==> src/shared/cssu_cfg.svh <==
/*
 * Opcode patterns, sub-opcode nibbles, mode codes and reset values of the
 * compare and string search unit.
 * Assumes it is included by bare name from the unit's design file.
 */
`ifndef CSSU_CFG_SVH
`define CSSU_CFG_SVH

// -----------------------------------------------------------------------------
// First-byte patterns (7-bit forms carry the size bit below them)
// -----------------------------------------------------------------------------
`define CSSU_OP_RR_BW    7'h45
`define CSSU_OP_RR_L     8'h90
`define CSSU_OP_RI_BW    7'h05
`define CSSU_OP_RI_L     8'h10
`define CSSU_OP_RE_BW    7'h25
`define CSSU_OP_RE_L     8'h50
`define CSSU_OP_MI_BW    7'h06
`define CSSU_OP_MI_L     8'h0D
`define CSSU_OP_ME_BW    7'h26
`define CSSU_OP_ME_L     8'h4D
`define CSSU_OP_SRCH_BW  7'h5D
`define CSSU_OP_SRCH_L   8'hB9

// -----------------------------------------------------------------------------
// Low-nibble sub-opcodes
// -----------------------------------------------------------------------------
`define CSSU_NIB_IMM_BW  4'h1
`define CSSU_NIB_IMM_L   4'h3
`define CSSU_NIB_STEP_UP 4'h0
`define CSSU_NIB_RPT_UP  4'h4
`define CSSU_NIB_STEP_DN 4'h8
`define CSSU_NIB_RPT_DN  4'hC

// -----------------------------------------------------------------------------
// Address modes, steps and reset values
// -----------------------------------------------------------------------------
`define CSSU_MODE_COMPACT 2'h0
`define CSSU_STEP_BYTE    32'h00000001
`define CSSU_STEP_WORD    32'h00000002
`define CSSU_STEP_LONG    32'h00000004
`define CSSU_CNT_ONE      16'h0001
`define CSSU_RST_FLAGS    4'h0

`endif

==> src/shared/cssu_pkg.sv <==
/*
 * Types of the compare and string search unit: states, instruction kinds,
 * operand sizes, flag group, decode result and the unit's state record.
 * Assumes nothing of its surroundings.
 */
package cssu_pkg;

	typedef enum logic [3:0] {S_IDLE, S_W2, S_EXT, S_IMM, S_ADDR, S_MEM, S_EXEC, S_WPTR, S_WCNT} cssu_state_e;
	typedef enum logic [2:0] {K_RR, K_RIMM, K_RIR, K_REAM, K_MIR, K_MEAM, K_SRCH} cssu_kind_e;
	typedef enum logic [1:0] {SZ_B, SZ_W, SZ_L} cssu_size_e;

	typedef struct packed {
		logic c;
		logic z;
		logic s;
		logic v;
	} cssu_flags_s;

	typedef struct packed {
		logic       ok;
		cssu_kind_e kind;
		cssu_size_e size;
		logic       up;
		logic       rpt;
	} cssu_dec_s;

	typedef struct packed {
		cssu_state_e st;
		cssu_kind_e  kind;
		cssu_size_e  size;
		logic        up;
		logic        rpt;
		logic [15:0] op;
		logic [15:0] w2;
		logic [1:0]  ext_left;
		logic [1:0]  imm_left;
		logic [31:0] addr;
		logic [31:0] imm;
		logic [31:0] opnd;
		logic        hit;
		cssu_flags_s flags;
		logic        flags_we;
		logic        done;
		logic        illegal;
		logic        yield;
	} cssu_state_s;

endpackage : cssu_pkg

==> src/hdl/cssu_core.sv <==
/*
 * Compare and string search unit: decodes instruction words, reads operands, updates flags, pointer, counter.
 * Assumes two combinational register file read ports, one write port and a memory port acked by mem_ack_in.
 */
`timescale 1ns/100ps
`include "cssu_cfg.svh"

module cssu_core
	import cssu_pkg::*;
(
	// Clock, reset, enable
	input  wire logic        core_clk_in,
	input  wire logic        rstn_in,
	input  wire logic        ce_in,
	// Instruction words
	input  wire logic        iw_valid_in,
	input  wire logic [15:0] iw_data_in,
	output logic             iw_ready_out,
	// Register file
	output logic [3:0]       rf_a_idx_out,
	input  wire logic [31:0] rf_a_data_in,
	output logic [3:0]       rf_b_idx_out,
	input  wire logic [31:0] rf_b_data_in,
	output logic             rf_we_out,
	output logic [3:0]       rf_waddr_out,
	output logic [31:0]      rf_wdata_out,
	// Memory operand
	output logic             mem_req_out,
	output logic [31:0]      mem_addr_out,
	output cssu_size_e       mem_size_out,
	input  wire logic        mem_ack_in,
	input  wire logic [31:0] mem_rdata_in,
	// Control and status
	input  wire logic [1:0]  addr_mode_in,
	input  wire logic        irq_in,
	output cssu_flags_s      flags_out,
	output logic             flags_we_out,
	output logic             busy_out,
	output logic             done_out,
	output logic             illegal_out,
	output logic             yield_out
);

	// -------------------------------------------------------------------------
	// Functions
	// -------------------------------------------------------------------------
	function automatic cssu_dec_s decode(input logic [15:0] w);
		cssu_dec_s r;
		logic      is_long;
		r       = '0;
		is_long = (w[15:8] == `CSSU_OP_RR_L) || (w[15:8] == `CSSU_OP_RI_L) ||
		          (w[15:8] == `CSSU_OP_RE_L) || (w[15:8] == `CSSU_OP_SRCH_L);
		if (w[15:9] == `CSSU_OP_RR_BW || w[15:8] == `CSSU_OP_RR_L) begin
			r.ok   = 1'b1;
			r.kind = K_RR;
		end else if (w[15:9] == `CSSU_OP_RI_BW || w[15:8] == `CSSU_OP_RI_L) begin
			r.ok   = 1'b1;
			r.kind = (w[7:4] == 4'h0) ? K_RIMM : K_RIR;
		end else if (w[15:9] == `CSSU_OP_RE_BW || w[15:8] == `CSSU_OP_RE_L) begin
			r.ok   = 1'b1;
			r.kind = K_REAM;
		end else if (w[7:4] != 4'h0 && ((w[15:9] == `CSSU_OP_MI_BW && w[3:0] == `CSSU_NIB_IMM_BW) ||
		             (w[15:8] == `CSSU_OP_MI_L && w[3:0] == `CSSU_NIB_IMM_L))) begin
			r.ok    = 1'b1;
			r.kind  = K_MIR;
			is_long = (w[3:0] == `CSSU_NIB_IMM_L);
		end else if ((w[15:9] == `CSSU_OP_ME_BW && w[3:0] == `CSSU_NIB_IMM_BW) ||
		             (w[15:8] == `CSSU_OP_ME_L && w[3:0] == `CSSU_NIB_IMM_L)) begin
			r.ok    = 1'b1;
			r.kind  = K_MEAM;
			is_long = (w[3:0] == `CSSU_NIB_IMM_L);
		end else if ((w[15:9] == `CSSU_OP_SRCH_BW || w[15:8] == `CSSU_OP_SRCH_L) && w[7:4] != 4'h0 &&
		             (w[3:0] == `CSSU_NIB_STEP_UP || w[3:0] == `CSSU_NIB_RPT_UP ||
		              w[3:0] == `CSSU_NIB_STEP_DN || w[3:0] == `CSSU_NIB_RPT_DN)) begin
			r.ok   = 1'b1;
			r.kind = K_SRCH;
			r.up   = (w[3:0] == `CSSU_NIB_STEP_UP) || (w[3:0] == `CSSU_NIB_RPT_UP);
			r.rpt  = (w[3:0] == `CSSU_NIB_RPT_UP) || (w[3:0] == `CSSU_NIB_RPT_DN);
		end
		r.size = is_long ? SZ_L : (w[8] ? SZ_W : SZ_B);
		return r;
	endfunction : decode

	// Byte registers 0-7 are high bytes, 8-15 low bytes of word registers 0-7
	function automatic logic [3:0] reg_idx(input cssu_size_e sz, input logic [3:0] n);
		return (sz == SZ_B) ? {1'b0, n[2:0]} : n;
	endfunction : reg_idx

	function automatic logic [31:0] reg_val(input cssu_size_e sz, input logic [3:0] n, input logic [31:0] v);
		return (sz == SZ_B) ? {24'h000000, n[3] ? v[7:0] : v[15:8]} : (sz == SZ_W) ? {16'h0000, v[15:0]} : v;
	endfunction : reg_val

	// Moves the operand to the top so one 32-bit adder serves all sizes
	function automatic logic [31:0] align(input cssu_size_e sz, input logic [31:0] v);
		return (sz == SZ_B) ? {v[7:0], 24'h000000} : (sz == SZ_W) ? {v[15:0], 16'h0000} : v;
	endfunction : align

	// Codes 8-F test the inverse of codes 0-7
	function automatic logic cc_eval(input logic [3:0] cc, input cssu_flags_s f);
		logic r;
		case (cc[2:0])
			3'h0: r = 1'b0;
			3'h1: r = f.s ^ f.v;
			3'h2: r = (f.s ^ f.v) | f.z;
			3'h3: r = f.c | f.z;
			3'h4: r = f.v;
			3'h5: r = f.s;
			3'h6: r = f.z;
			default: r = f.c;
		endcase
		return cc[3] ? ~r : r;
	endfunction : cc_eval

	// -------------------------------------------------------------------------
	// Datapath
	// -------------------------------------------------------------------------
	cssu_state_s q;
	cssu_state_s d;
	cssu_dec_s   dec;
	logic [3:0]  dst_reg;
	logic [31:0] src_val;
	logic [31:0] dst_val;
	logic [31:0] d_al;
	logic [31:0] s_al;
	logic [31:0] res;
	logic        carry;
	cssu_flags_s cmp_f;
	logic [31:0] step;
	logic [31:0] ptr_full;
	logic [15:0] cnt_new;
	logic        compact;

	assign dec     = decode(iw_data_in);
	assign compact = (addr_mode_in == `CSSU_MODE_COMPACT);
	assign dst_reg = (q.kind == K_SRCH) ? q.w2[7:4] : q.op[3:0];
	assign src_val = (q.kind == K_RR) ? reg_val(q.size, q.op[7:4], rf_a_data_in) :
	                 (q.kind == K_RIMM || q.kind == K_MIR || q.kind == K_MEAM) ? q.imm : q.opnd;
	assign dst_val = (q.kind == K_MIR || q.kind == K_MEAM) ? q.opnd : reg_val(q.size, dst_reg, rf_b_data_in);
	assign d_al    = align(q.size, dst_val);
	assign s_al    = align(q.size, src_val);
	assign {carry, res} = {1'b0, d_al} + {1'b0, ~s_al} + 33'h000000001;
	assign cmp_f.c = ~carry;
	assign cmp_f.z = (res == 32'h00000000);
	assign cmp_f.s = res[31];
	assign cmp_f.v = (d_al[31] != s_al[31]) && (res[31] != d_al[31]);

	assign step     = (q.size == SZ_B) ? `CSSU_STEP_BYTE : (q.size == SZ_W) ? `CSSU_STEP_WORD : `CSSU_STEP_LONG;
	assign ptr_full = q.up ? rf_a_data_in + step : rf_a_data_in - step;
	assign cnt_new  = rf_b_data_in[15:0] - `CSSU_CNT_ONE;

	// -------------------------------------------------------------------------
	// Outputs
	// -------------------------------------------------------------------------
	assign iw_ready_out = (q.st == S_IDLE) || (q.st == S_W2) || (q.st == S_EXT) || (q.st == S_IMM);
	assign rf_a_idx_out = (q.st == S_EXEC) ? reg_idx(q.size, q.op[7:4]) : q.op[7:4];
	assign rf_b_idx_out = (q.st == S_WCNT) ? q.w2[11:8] : reg_idx(q.size, dst_reg);
	// Only pointer and counter are ever written back
	assign rf_we_out    = ce_in && (q.st == S_WPTR || q.st == S_WCNT);
	assign rf_waddr_out = (q.st == S_WPTR) ? q.op[7:4] : q.w2[11:8];
	assign rf_wdata_out = (q.st == S_WCNT) ? {rf_b_data_in[31:16], cnt_new} :
	                      compact ? {rf_a_data_in[31:16], ptr_full[15:0]} : ptr_full;
	assign mem_req_out  = (q.st == S_MEM);
	assign mem_addr_out = q.addr;
	assign mem_size_out = q.size;
	assign flags_out    = q.flags;
	assign flags_we_out = q.flags_we;
	assign busy_out     = (q.st != S_IDLE);
	assign done_out     = q.done;
	assign illegal_out  = q.illegal;
	assign yield_out    = q.yield;

	// -------------------------------------------------------------------------
	// Sequencer
	// -------------------------------------------------------------------------
	always_comb begin
		d = q;
		if (ce_in) begin
			d.flags_we = 1'b0;
			d.done     = 1'b0;
			d.illegal  = 1'b0;
			d.yield    = 1'b0;
			case (q.st)
				S_IDLE: if (iw_valid_in) begin
					d.op       = iw_data_in;
					d.kind     = dec.kind;
					d.size     = dec.size;
					d.up       = dec.up;
					d.rpt      = dec.rpt;
					d.addr     = 32'h00000000;
					d.imm      = 32'h00000000;
					d.ext_left = (iw_data_in[5:4] == 2'h0) ? 2'h1 : iw_data_in[5:4];
					d.imm_left = (dec.size == SZ_L) ? 2'h2 : 2'h1;
					if (!dec.ok)
						d.illegal = 1'b1;
					else if (dec.kind == K_SRCH)
						d.st = S_W2;
					else if (dec.kind == K_RR)
						d.st = S_EXEC;
					else if (dec.kind == K_RIR)
						d.st = S_ADDR;
					else if (dec.kind == K_REAM || dec.kind == K_MEAM)
						d.st = S_EXT;
					else
						d.st = S_IMM;
				end
				S_W2: if (iw_valid_in) begin
					d.w2 = iw_data_in;
					d.st = S_ADDR;
				end
				S_EXT: if (iw_valid_in) begin
					d.addr     = {q.addr[15:0], iw_data_in};
					d.ext_left = q.ext_left - 2'h1;
					if (q.ext_left == 2'h1)
						d.st = (q.kind == K_MEAM) ? S_IMM : S_MEM;
				end
				S_IMM: if (iw_valid_in) begin
					d.imm      = {q.imm[15:0], iw_data_in};
					d.imm_left = q.imm_left - 2'h1;
					if (q.imm_left == 2'h1)
						d.st = (q.kind == K_RIMM) ? S_EXEC : (q.kind == K_MIR) ? S_ADDR : S_MEM;
				end
				S_ADDR: begin
					d.addr = compact ? {16'h0000, rf_a_data_in[15:0]} : rf_a_data_in;
					d.st   = S_MEM;
				end
				S_MEM: if (mem_ack_in) begin
					d.opnd = mem_rdata_in;
					d.st   = S_EXEC;
				end
				S_EXEC: begin
					d.flags.c = cmp_f.c;
					d.flags.s = cmp_f.s;
					if (q.kind == K_SRCH) begin
						d.hit     = cc_eval(q.w2[3:0], cmp_f);
						d.flags.z = cc_eval(q.w2[3:0], cmp_f);
						d.st      = S_WPTR;
					end else begin
						d.flags.z  = cmp_f.z;
						d.flags.v  = cmp_f.v;
						d.flags_we = 1'b1;
						d.done     = 1'b1;
						d.st       = S_IDLE;
					end
				end
				S_WPTR: d.st = S_WCNT;
				S_WCNT: begin
					d.flags.v  = (cnt_new == 16'h0000);
					d.flags_we = 1'b1;
					// Stopping here leaves pointer and counter ready for a restart
					if (q.rpt && !q.hit && cnt_new != 16'h0000) begin
						if (irq_in) begin
							d.yield = 1'b1;
							d.st    = S_IDLE;
						end else begin
							d.st = S_ADDR;
						end
					end else begin
						d.done = 1'b1;
						d.st   = S_IDLE;
					end
				end
				default: d.st = S_IDLE;
			endcase
		end
	end

	always_ff @(posedge core_clk_in or negedge rstn_in) begin
		if (!rstn_in) begin
			q <= '0;
		end else begin
			q <= d;
		end
	end
endmodule : cssu_core

==> config.mk <==
export PLATFORM = sky130hd
export DESIGN_NAME = cssu_core
export DESIGN_NICKNAME = d
export VERILOG_FILES = /design/src/shared/cssu_pkg.sv /design/src/hdl/cssu_core.sv
export VERILOG_INCLUDE_DIRS = /design/src /design/src/shared
export SDC_FILE = /design/constraint.sdc
export NUM_CORES = 1
export LEC_CHECK = 0
export BUFFER_PORTS_ARGS = -buffer_cell sky130_fd_sc_hd__buf_2
export CORE_MARGIN = 2
export CORE_UTILIZATION = 45
export DETAILED_ROUTE_END_ITERATION = 8
export PLACE_DENSITY = 0.76
export SLEW_MARGIN = 20
export SYNTH_ARGS = -nofsm -noshare
export SYNTH_HDL_FRONTEND = slang
export SYNTH_SLANG_ARGS = --single-unit
==> constraint.sdc <==
create_clock -name core_clk_in -period 7.8 [get_ports core_clk_in]
set_input_delay 1.56 -clock core_clk_in [delete_from_list [all_inputs] [get_ports core_clk_in]]
set_output_delay 1.56 -clock core_clk_in [all_outputs]
set_load 0.02 [all_outputs]
== Word level (Yosys, flattened, before mapping) ==
Index checks and enable logic that the tools add are counted.

* Register bits after elaboration: 148
* Logic and storage cells: 239

* $add $sub $neg: 7
* Equality and inequality tests: 54
* Multiplexer cells: 90
* Bitwise gates (word level): 6
* Reduce and logical (&&, ||, !) cells: 61

{| class="wikitable"
|+ Operator list
! cell !! number
|-
| two-way mux 32 bit || 17
|-
| one-hot mux 32 bit (3 select lines) || 1
|-
| two-way mux 4 bit || 22
|-
| two-way mux 68 bit || 1
|-
| one-hot mux 32 bit (2 select lines) || 1
|-
| one-hot mux 4 bit (9 select lines) || 1
|-
| adder 32 x 32 -> 33 bit || 1
|-
| adder 33 x 1 -> 33 bit (second input constant) || 1
|-
| adder 32 x 3 -> 32 bit || 1
|-
| zero test 32 bit || 1
|-
| NOT 32 bit || 1
|-
| subtractor 32 x 3 -> 32 bit || 1
|-
| two-way mux 27 bit || 1
|-
| two-way mux 2 bit || 13
|-
| equality test 3 bit (second input constant) || 8
|-
| logical OR 1 bit || 21
|-
| two-way mux 3 bit || 7
|-
| equality test 4 x 3 -> 1 bit (second input constant) || 5
|-
| two-way mux 1 bit || 20
|-
| equality test 8 x 7 -> 1 bit (second input constant) || 2
|-
| equality test 8 bit (second input constant) || 2
|-
| zero test 16 bit || 1
|-
| two-way mux 8 bit || 2
|-
| nonzero test 16 bit || 1
|-
| 35 further kinds || 86
|}

== Longest topological paths before layout ==
* Depth in word-level cells: 21
* Mapped depth: 32
* Gate-level depth less buffers: 29

== Least setup slack after synthesis ==
OpenSTA, ideal clock, no wires.

* Kind: input port to flip-flop
* Start: input rf_b_data_in[2]
* End: register q[8] (netlist bit)
* Setup time: 0.131 ns
* Arrival: 7.067 ns
* Required time: 7.669 ns
* Setup slack: 0.602 ns
* Stages: 27
* Path buffers: 1
* Cells stage by stage: clkbuf_1 mux2i_1 nor2_1 a21oi_1 nor2_1 ha_1 a21oi_1 a21boi_1 a41oi_1 o31a_1 a21oi_1 o21ai_0 o21ai_0 a21oi_1 o21bai_1 a21oi_1 fa_1 nand2_1 nor3_1 o2111ai_1 nand4bb_1 a2111oi_0 nand4_1 or4_1 or4_4 nor3b_1 or3_1

* Word-level cells in the longest chain between the ends: 17
* Elaborated cells on any way between the ends: 21
* Those cells by class: 2 x add/sub; 1 x eq/ne; 11 x mux; 5 x bitwise; 2 x reduce/logical

{| class="wikitable"
|+ RTL lines
! item !! line !! source
|-
| start, declared || cssu_core.sv:23 || <nowiki>input wire logic [31:0] rf_b_data_in,</nowiki>
|-
| two-way mux 32 bit or two-way mux 8 bit (tied branches) || cssu_core.sv:90 || <nowiki>return (sz == SZ_B) ? {24'h000000, n[3] ? v[7:0] : v[15:8]} : (sz == SZ_W) ? {16'h0000, v[15:0]} : v;</nowiki>
|-
| two-way mux 32 bit (*) || cssu_core.sv:90 ||
|-
| two-way mux 32 bit (*) || cssu_core.sv:138 || <nowiki>assign dst_val = (q.kind == K_MIR || q.kind == K_MEAM) ? q.opnd : reg_val(q.size, dst_reg, rf_b_data_in);</nowiki>
|-
| two-way mux 32 bit || cssu_core.sv:95 || <nowiki>return (sz == SZ_B) ? {v[7:0], 24'h000000} : (sz == SZ_W) ? {v[15:0], 16'h0000} : v;</nowiki>
|-
| two-way mux 32 bit (*) || cssu_core.sv:95 ||
|-
| adder 32 x 32 -> 33 bit (*) || cssu_core.sv:141 || <nowiki>assign {carry, res} = {1'b0, d_al} + {1'b0, ~s_al} + 33'h000000001;</nowiki>
|-
| adder 33 x 1 -> 33 bit (*) || cssu_core.sv:141 ||
|-
| != test 1 bit || cssu_core.sv:145 || <nowiki>assign cmp_f.v = (d_al[31] != s_al[31]) && (res[31] != d_al[31]);</nowiki>
|-
| logical AND 1 bit || cssu_core.sv:145 ||
|-
| bitwise XOR 1 bit || cssu_core.sv:103, cssu_core.sv:104 ||
|-
| OR 1 bit || cssu_core.sv:104 || <nowiki>3'h2: r = (f.s ^ f.v) | f.z;</nowiki>
|-
| one-hot mux 1 bit (7 select lines) (*) || cssu_core.sv:101 || <nowiki>case (cc[2:0])</nowiki>
|-
| two-way mux 1 bit (*) || cssu_core.sv:233 || <nowiki>if (q.kind == K_SRCH) begin</nowiki>
|-
| two-way mux 1 bit (*) || cssu_core.sv:182 || <nowiki>case (q.st)</nowiki>
|-
| two-way mux 1 bit (*) || cssu_core.sv:177 || <nowiki>if (ce_in) begin</nowiki>
|-
| NOT 1 bit || cssu_core.sv:111 || <nowiki>return cc[3] ? ~r : r;</nowiki>
|-
| two-way mux 1 bit (*) || cssu_core.sv:111 ||
|-
| end signal, assigned || cssu_core.sv:269 || <nowiki>q <= '0;</nowiki>
|-
| end signal, assigned || cssu_core.sv:271 || <nowiki>q <= d;</nowiki>
|-
| end, declared || cssu_core.sv:117 || <nowiki>cssu_state_s q;</nowiki>
|}

Every way passes the cells marked *; elsewhere a longest branch is shown, timed or not. The select of a mux whose other input is x is not followed.
A chain may end at the register's enable or synchronous reset.

== Final worst setup path ==
* Start: input rf_a_data_in[1]
* End: register q[8] (netlist bit)

* Word-level cells in the longest chain between the ends: 18
* Elaborated cells on any way between the ends: 22
* Those cells by class: 2 x add/sub; 1 x eq/ne; 11 x mux; 6 x bitwise; 2 x reduce/logical

{| class="wikitable"
|+ RTL lines
! item !! line !! source
|-
| start, declared || cssu_core.sv:21 || <nowiki>input wire logic [31:0] rf_a_data_in,</nowiki>
|-
| two-way mux 32 bit or two-way mux 8 bit (tied branches) || cssu_core.sv:90 ||
|-
| two-way mux 32 bit (*) || cssu_core.sv:90 ||
|-
| two-way mux 32 bit (*) || cssu_core.sv:136 || <nowiki>assign src_val = (q.kind == K_RR) ? reg_val(q.size, q.op[7:4], rf_a_data_in) :</nowiki>
|-
| two-way mux 32 bit || cssu_core.sv:95 ||
|-
| two-way mux 32 bit (*) || cssu_core.sv:95 ||
|-
| NOT 32 bit (*) || cssu_core.sv:141 ||
|-
| adder 32 x 32 -> 33 bit (*) || cssu_core.sv:141 ||
|-
| adder 33 x 1 -> 33 bit (*) || cssu_core.sv:141 ||
|-
| [2 not listed] || n/a ||
|-
| bitwise XOR 1 bit || cssu_core.sv:103, cssu_core.sv:104 ||
|-
| OR 1 bit || cssu_core.sv:104 ||
|-
| one-hot mux 1 bit (7 select lines) (*) || cssu_core.sv:101 ||
|-
| two-way mux 1 bit (*) || cssu_core.sv:233 ||
|-
| two-way mux 1 bit (*) || cssu_core.sv:182 ||
|-
| two-way mux 1 bit (*) || cssu_core.sv:177 ||
|-
| NOT 1 bit || cssu_core.sv:111 ||
|-
| two-way mux 1 bit (*) || cssu_core.sv:111 ||
|}

Marked as above.

==> metrics.cfg <==
[min_path]
worstHoldStart = mem_addr_out[24]
holdPathStages = 2
hp-class = reg -> reg
whs_endpoint = mem_addr_out[24]

[logic_synthesis]
yosys-top-cells-area = dfrtp_1 27%, nand2_1 7.6%, ha_1 6.6%
synth-edff-count = 0
post-synth-top-area-cell = dfrtp_1
synth.most_common_cell = nand2_1
ys.flop_type = dfrtp_1
ys_types = 86
syn_inst = 1647
synth_seq_cells = 140
async_flop_share_pct = 100
syn-cell-area_sq_um = 12800
ys_top_cells_by_count = 260 x nand2_1, 156 x a21oi_1, 144 x o21ai_0
yosysWarnings = 0
synth_nets = 1837
synth_top_area_share_pct = 27.4
avgSynthCellArea_sq_um = 7.75
seq_area_frac_synth_pct = 27.4

[worst_setup_path]
worstSetupStartpointType = input port
crit_buf_inv = 1
r2r_end = q[8]
cp-end-kind = flip-flop
r2r-start = q[147]
critPathMaxFanout = 4
path_class = in -> reg
crit_required_ps = 8100
crit_start = rf_a_data_in[1]
cpMaxStageDelayCell = or4_4
slowest_delay_ps = 600
path_common_cell = a21oi_1
path_delay_family = simple AND/OR/NAND/NOR gates
worstPathArrival_ps = 7740
reg2reg_depth = 29
r2r_setup_slack_ps = 440

[clock_network]
clkLatencyLatePin_ps = 430
clock-sinks = 140
cts.reportedPaths.clkPinSlew_ps = 60
cts_root_buffer = clkbuf_16
postCtsHoldBufs = 0
cts_tree = built
htree_levels = 4
cts.path.max_buffers = 2
postCtsSetupRepairBufs = 0
numCtsBuffers = 17

[route]
top_layer_used = met5
num_vias = 13500
wl_met2_mm = 20.8
drt-initial-drc-count = 1883
drtPass1Iterations = 8
viasPerCell = 6.21
wl_met1_mm = 20.6
wl_met3_mm = 5.50
routed_wl_mm = 48.9
drtAntennaViolNets = 0
drt-wirelength-per-cell_microns = 22.4
drc = 0

[sta]
slew_headroom_pct = 30.0
finClkSkew_ps = 10.4
period_needed_ps = 7440
timing.setup.tns_ps = 0
final_hold_viol_count = 0
period_share_pct = 95.4
setup_viol = 0
worstMarginPinSlew_ps = 1050
slew_viol_final = 0
timing.fmax_mhz = 134
setup_ws_ps = 357

[floorplan]
rows = 61
io_pins = 210
start_util_pct = 45.8
fp.coreArea_sq_um = 27900
die_w_microns = 172
die_area_sq_um = 29700
die_y_microns = 172

[power]
power.share.clock_pct = 13.9
ir_worst_vdd_uv = 166
power.total_mw = 6.17
power_switching_mw = 3.13
power_frac_seq_pct = 21.2
power_density_nw_per_um2 = 421
intPower_mw = 3.04
p_leak_nw = 6.59
pwr-share-comb_pct = 64.8
switching_share_pct = 50.7

[global_route]
antenna_found_initial = 1
grt-ovfl-total = 0
grt_pass1_wl_mm = 73.0
grt_max_degree = 83
grt_pass1_vias = 12500
grt.total_usage_pct = 32.6

[placed_design]
pre_cts_ws_ps = -113
dpl.hpwl_mm = 38.0
gp_congestion = 1.05
io_buffers = 209

[layout]
nets = 1981
fin_util_pct = 52.6
layout-drive-gt1-share_pct = 21.0
diodes = 0
area_growth_pct = 14.7

[run_status]
outcome = completed

[flow_run]
maxCapViolCount = 0

-- cells by family after synthesis --
| kind of cell | Yosys count | share of synthesized area, % |
|---|---|---|
| fa+ha+maj | 70 | 7.03 |
| buf+inv | 181 | 6.93 |
| compound gates | 507 | 24.5 |
| flops | 140 | 27.4 |
| xor+xnor | 48 | 3.29 |
| simple gates | 582 | 21.0 |
| mux | 119 | 9.82 |
-- metal layers --
layer / global-route usage (%) / vias to the layer above
met3: 6.89 / 117
met4: 12.8 / 2
met1: 45.5 / 6363
met5: 0 / -
li1: - / 6205
met2: 49.3 / 848
-- worst register-to-register path: cells and delay by family, from the launching register on --
| kind | cells | cell delay (ps) |
|---|---|---|
| AO/OA/AOI/OAI | 13 | 2310 |
| AND/OR/NAND/NOR | 11 | 2830 |
| buffers and inverters | 1 | 220 |
| flip-flops | 1 | 530 |
| adder cells (fa/ha/maj) | 2 | 860 |
| multiplexers | 2 | 470 |
-- worst max path at each step --
stage          depth (start not counted)  slack, ps   end
6_report                              27        360  q[8]
5_1_grt                               27      -0.05  q[8]
4_1_cts                               27        270  q[8]
3_5_place_dp                          27       -110  q[8]
3_3_place_gp                          27         10  q[8]
2_1_floorplan                         27        600  q[8]
-- power groups by stage --
stage / sequential [mW] / clock [mW] / combinational [mW]
3_3_place_gp: 1.30 / 0 / 3.86
3_5_place_dp: 1.31 / 0 / 3.86
4_1_cts: 1.30 / 0.866 / 3.88
5_1_grt: 1.34 / 0.895 / 4.31
6_report: 1.31 / 0.859 / 4.00
2_1_floorplan: 1.17 / 0 / 2.81
-- layout by cell type (no fill, tap or decap), drive strengths merged, types with 24 or more instances in the layout --
master | synthesis | final
mux2i | 69 | 69
dfrtp | 140 | 140
buf | 55 | 266
ha | 67 | 67
nor2 | 134 | 134
a22oi | 45 | 45
nor3 | 33 | 33
nand2b | 25 | 25
inv | 38 | 41
o21ai | 144 | 144
nand3 | 24 | 24
a21oi | 156 | 156
nand2 | 260 | 260
xnor2 | 25 | 25
mux2 | 50 | 50
-- through the flow --
| step | std cells | instance area [sq um] | hold WS [ps] |
|---|---|---|---|
| 2_1_floorplan | 1647 | 12800 | 446 |
| 4_1_cts | 2179 | 14600 | 480 |
| 3_3_place_gp | 2149 | 14000 | 457 |
| 6_report | 2180 | 14700 | 475 |
| 5_1_grt | 2180 | 14700 | 502 |
| 3_5_place_dp | 2149 | 14000 | 466 |
-- state kept, by name (all words and copies together) (netlist names) --
| name | count |
|---|---|
| flags_we_out | 1 |
| mem_addr_out | 32 |
| illegal_out | 1 |
| q | 98 |
| yield_out | 1 |
| done_out | 1 |
| mem_size_out | 2 |
| flags_out | 4 |
-- layout make-up --
type / instances / area (sq um)
fillers: 2718 / 13200
clock buffers: 18 / 429
repair buffers: 266 / 1480
clock inverters: 12 / 165
multi-input cells: 1327 / 8450
flip-flops and latches: 140 / 3510
well taps: 378 / 473
inverters: 39 / 146
-- timing repair --
action	4_1_cts	5_1_grt
endpoints found under the setup margin	0	1
resized for setup	0	10
hold endpoints to repair	0	0
(Power assumes the default switching activity.)
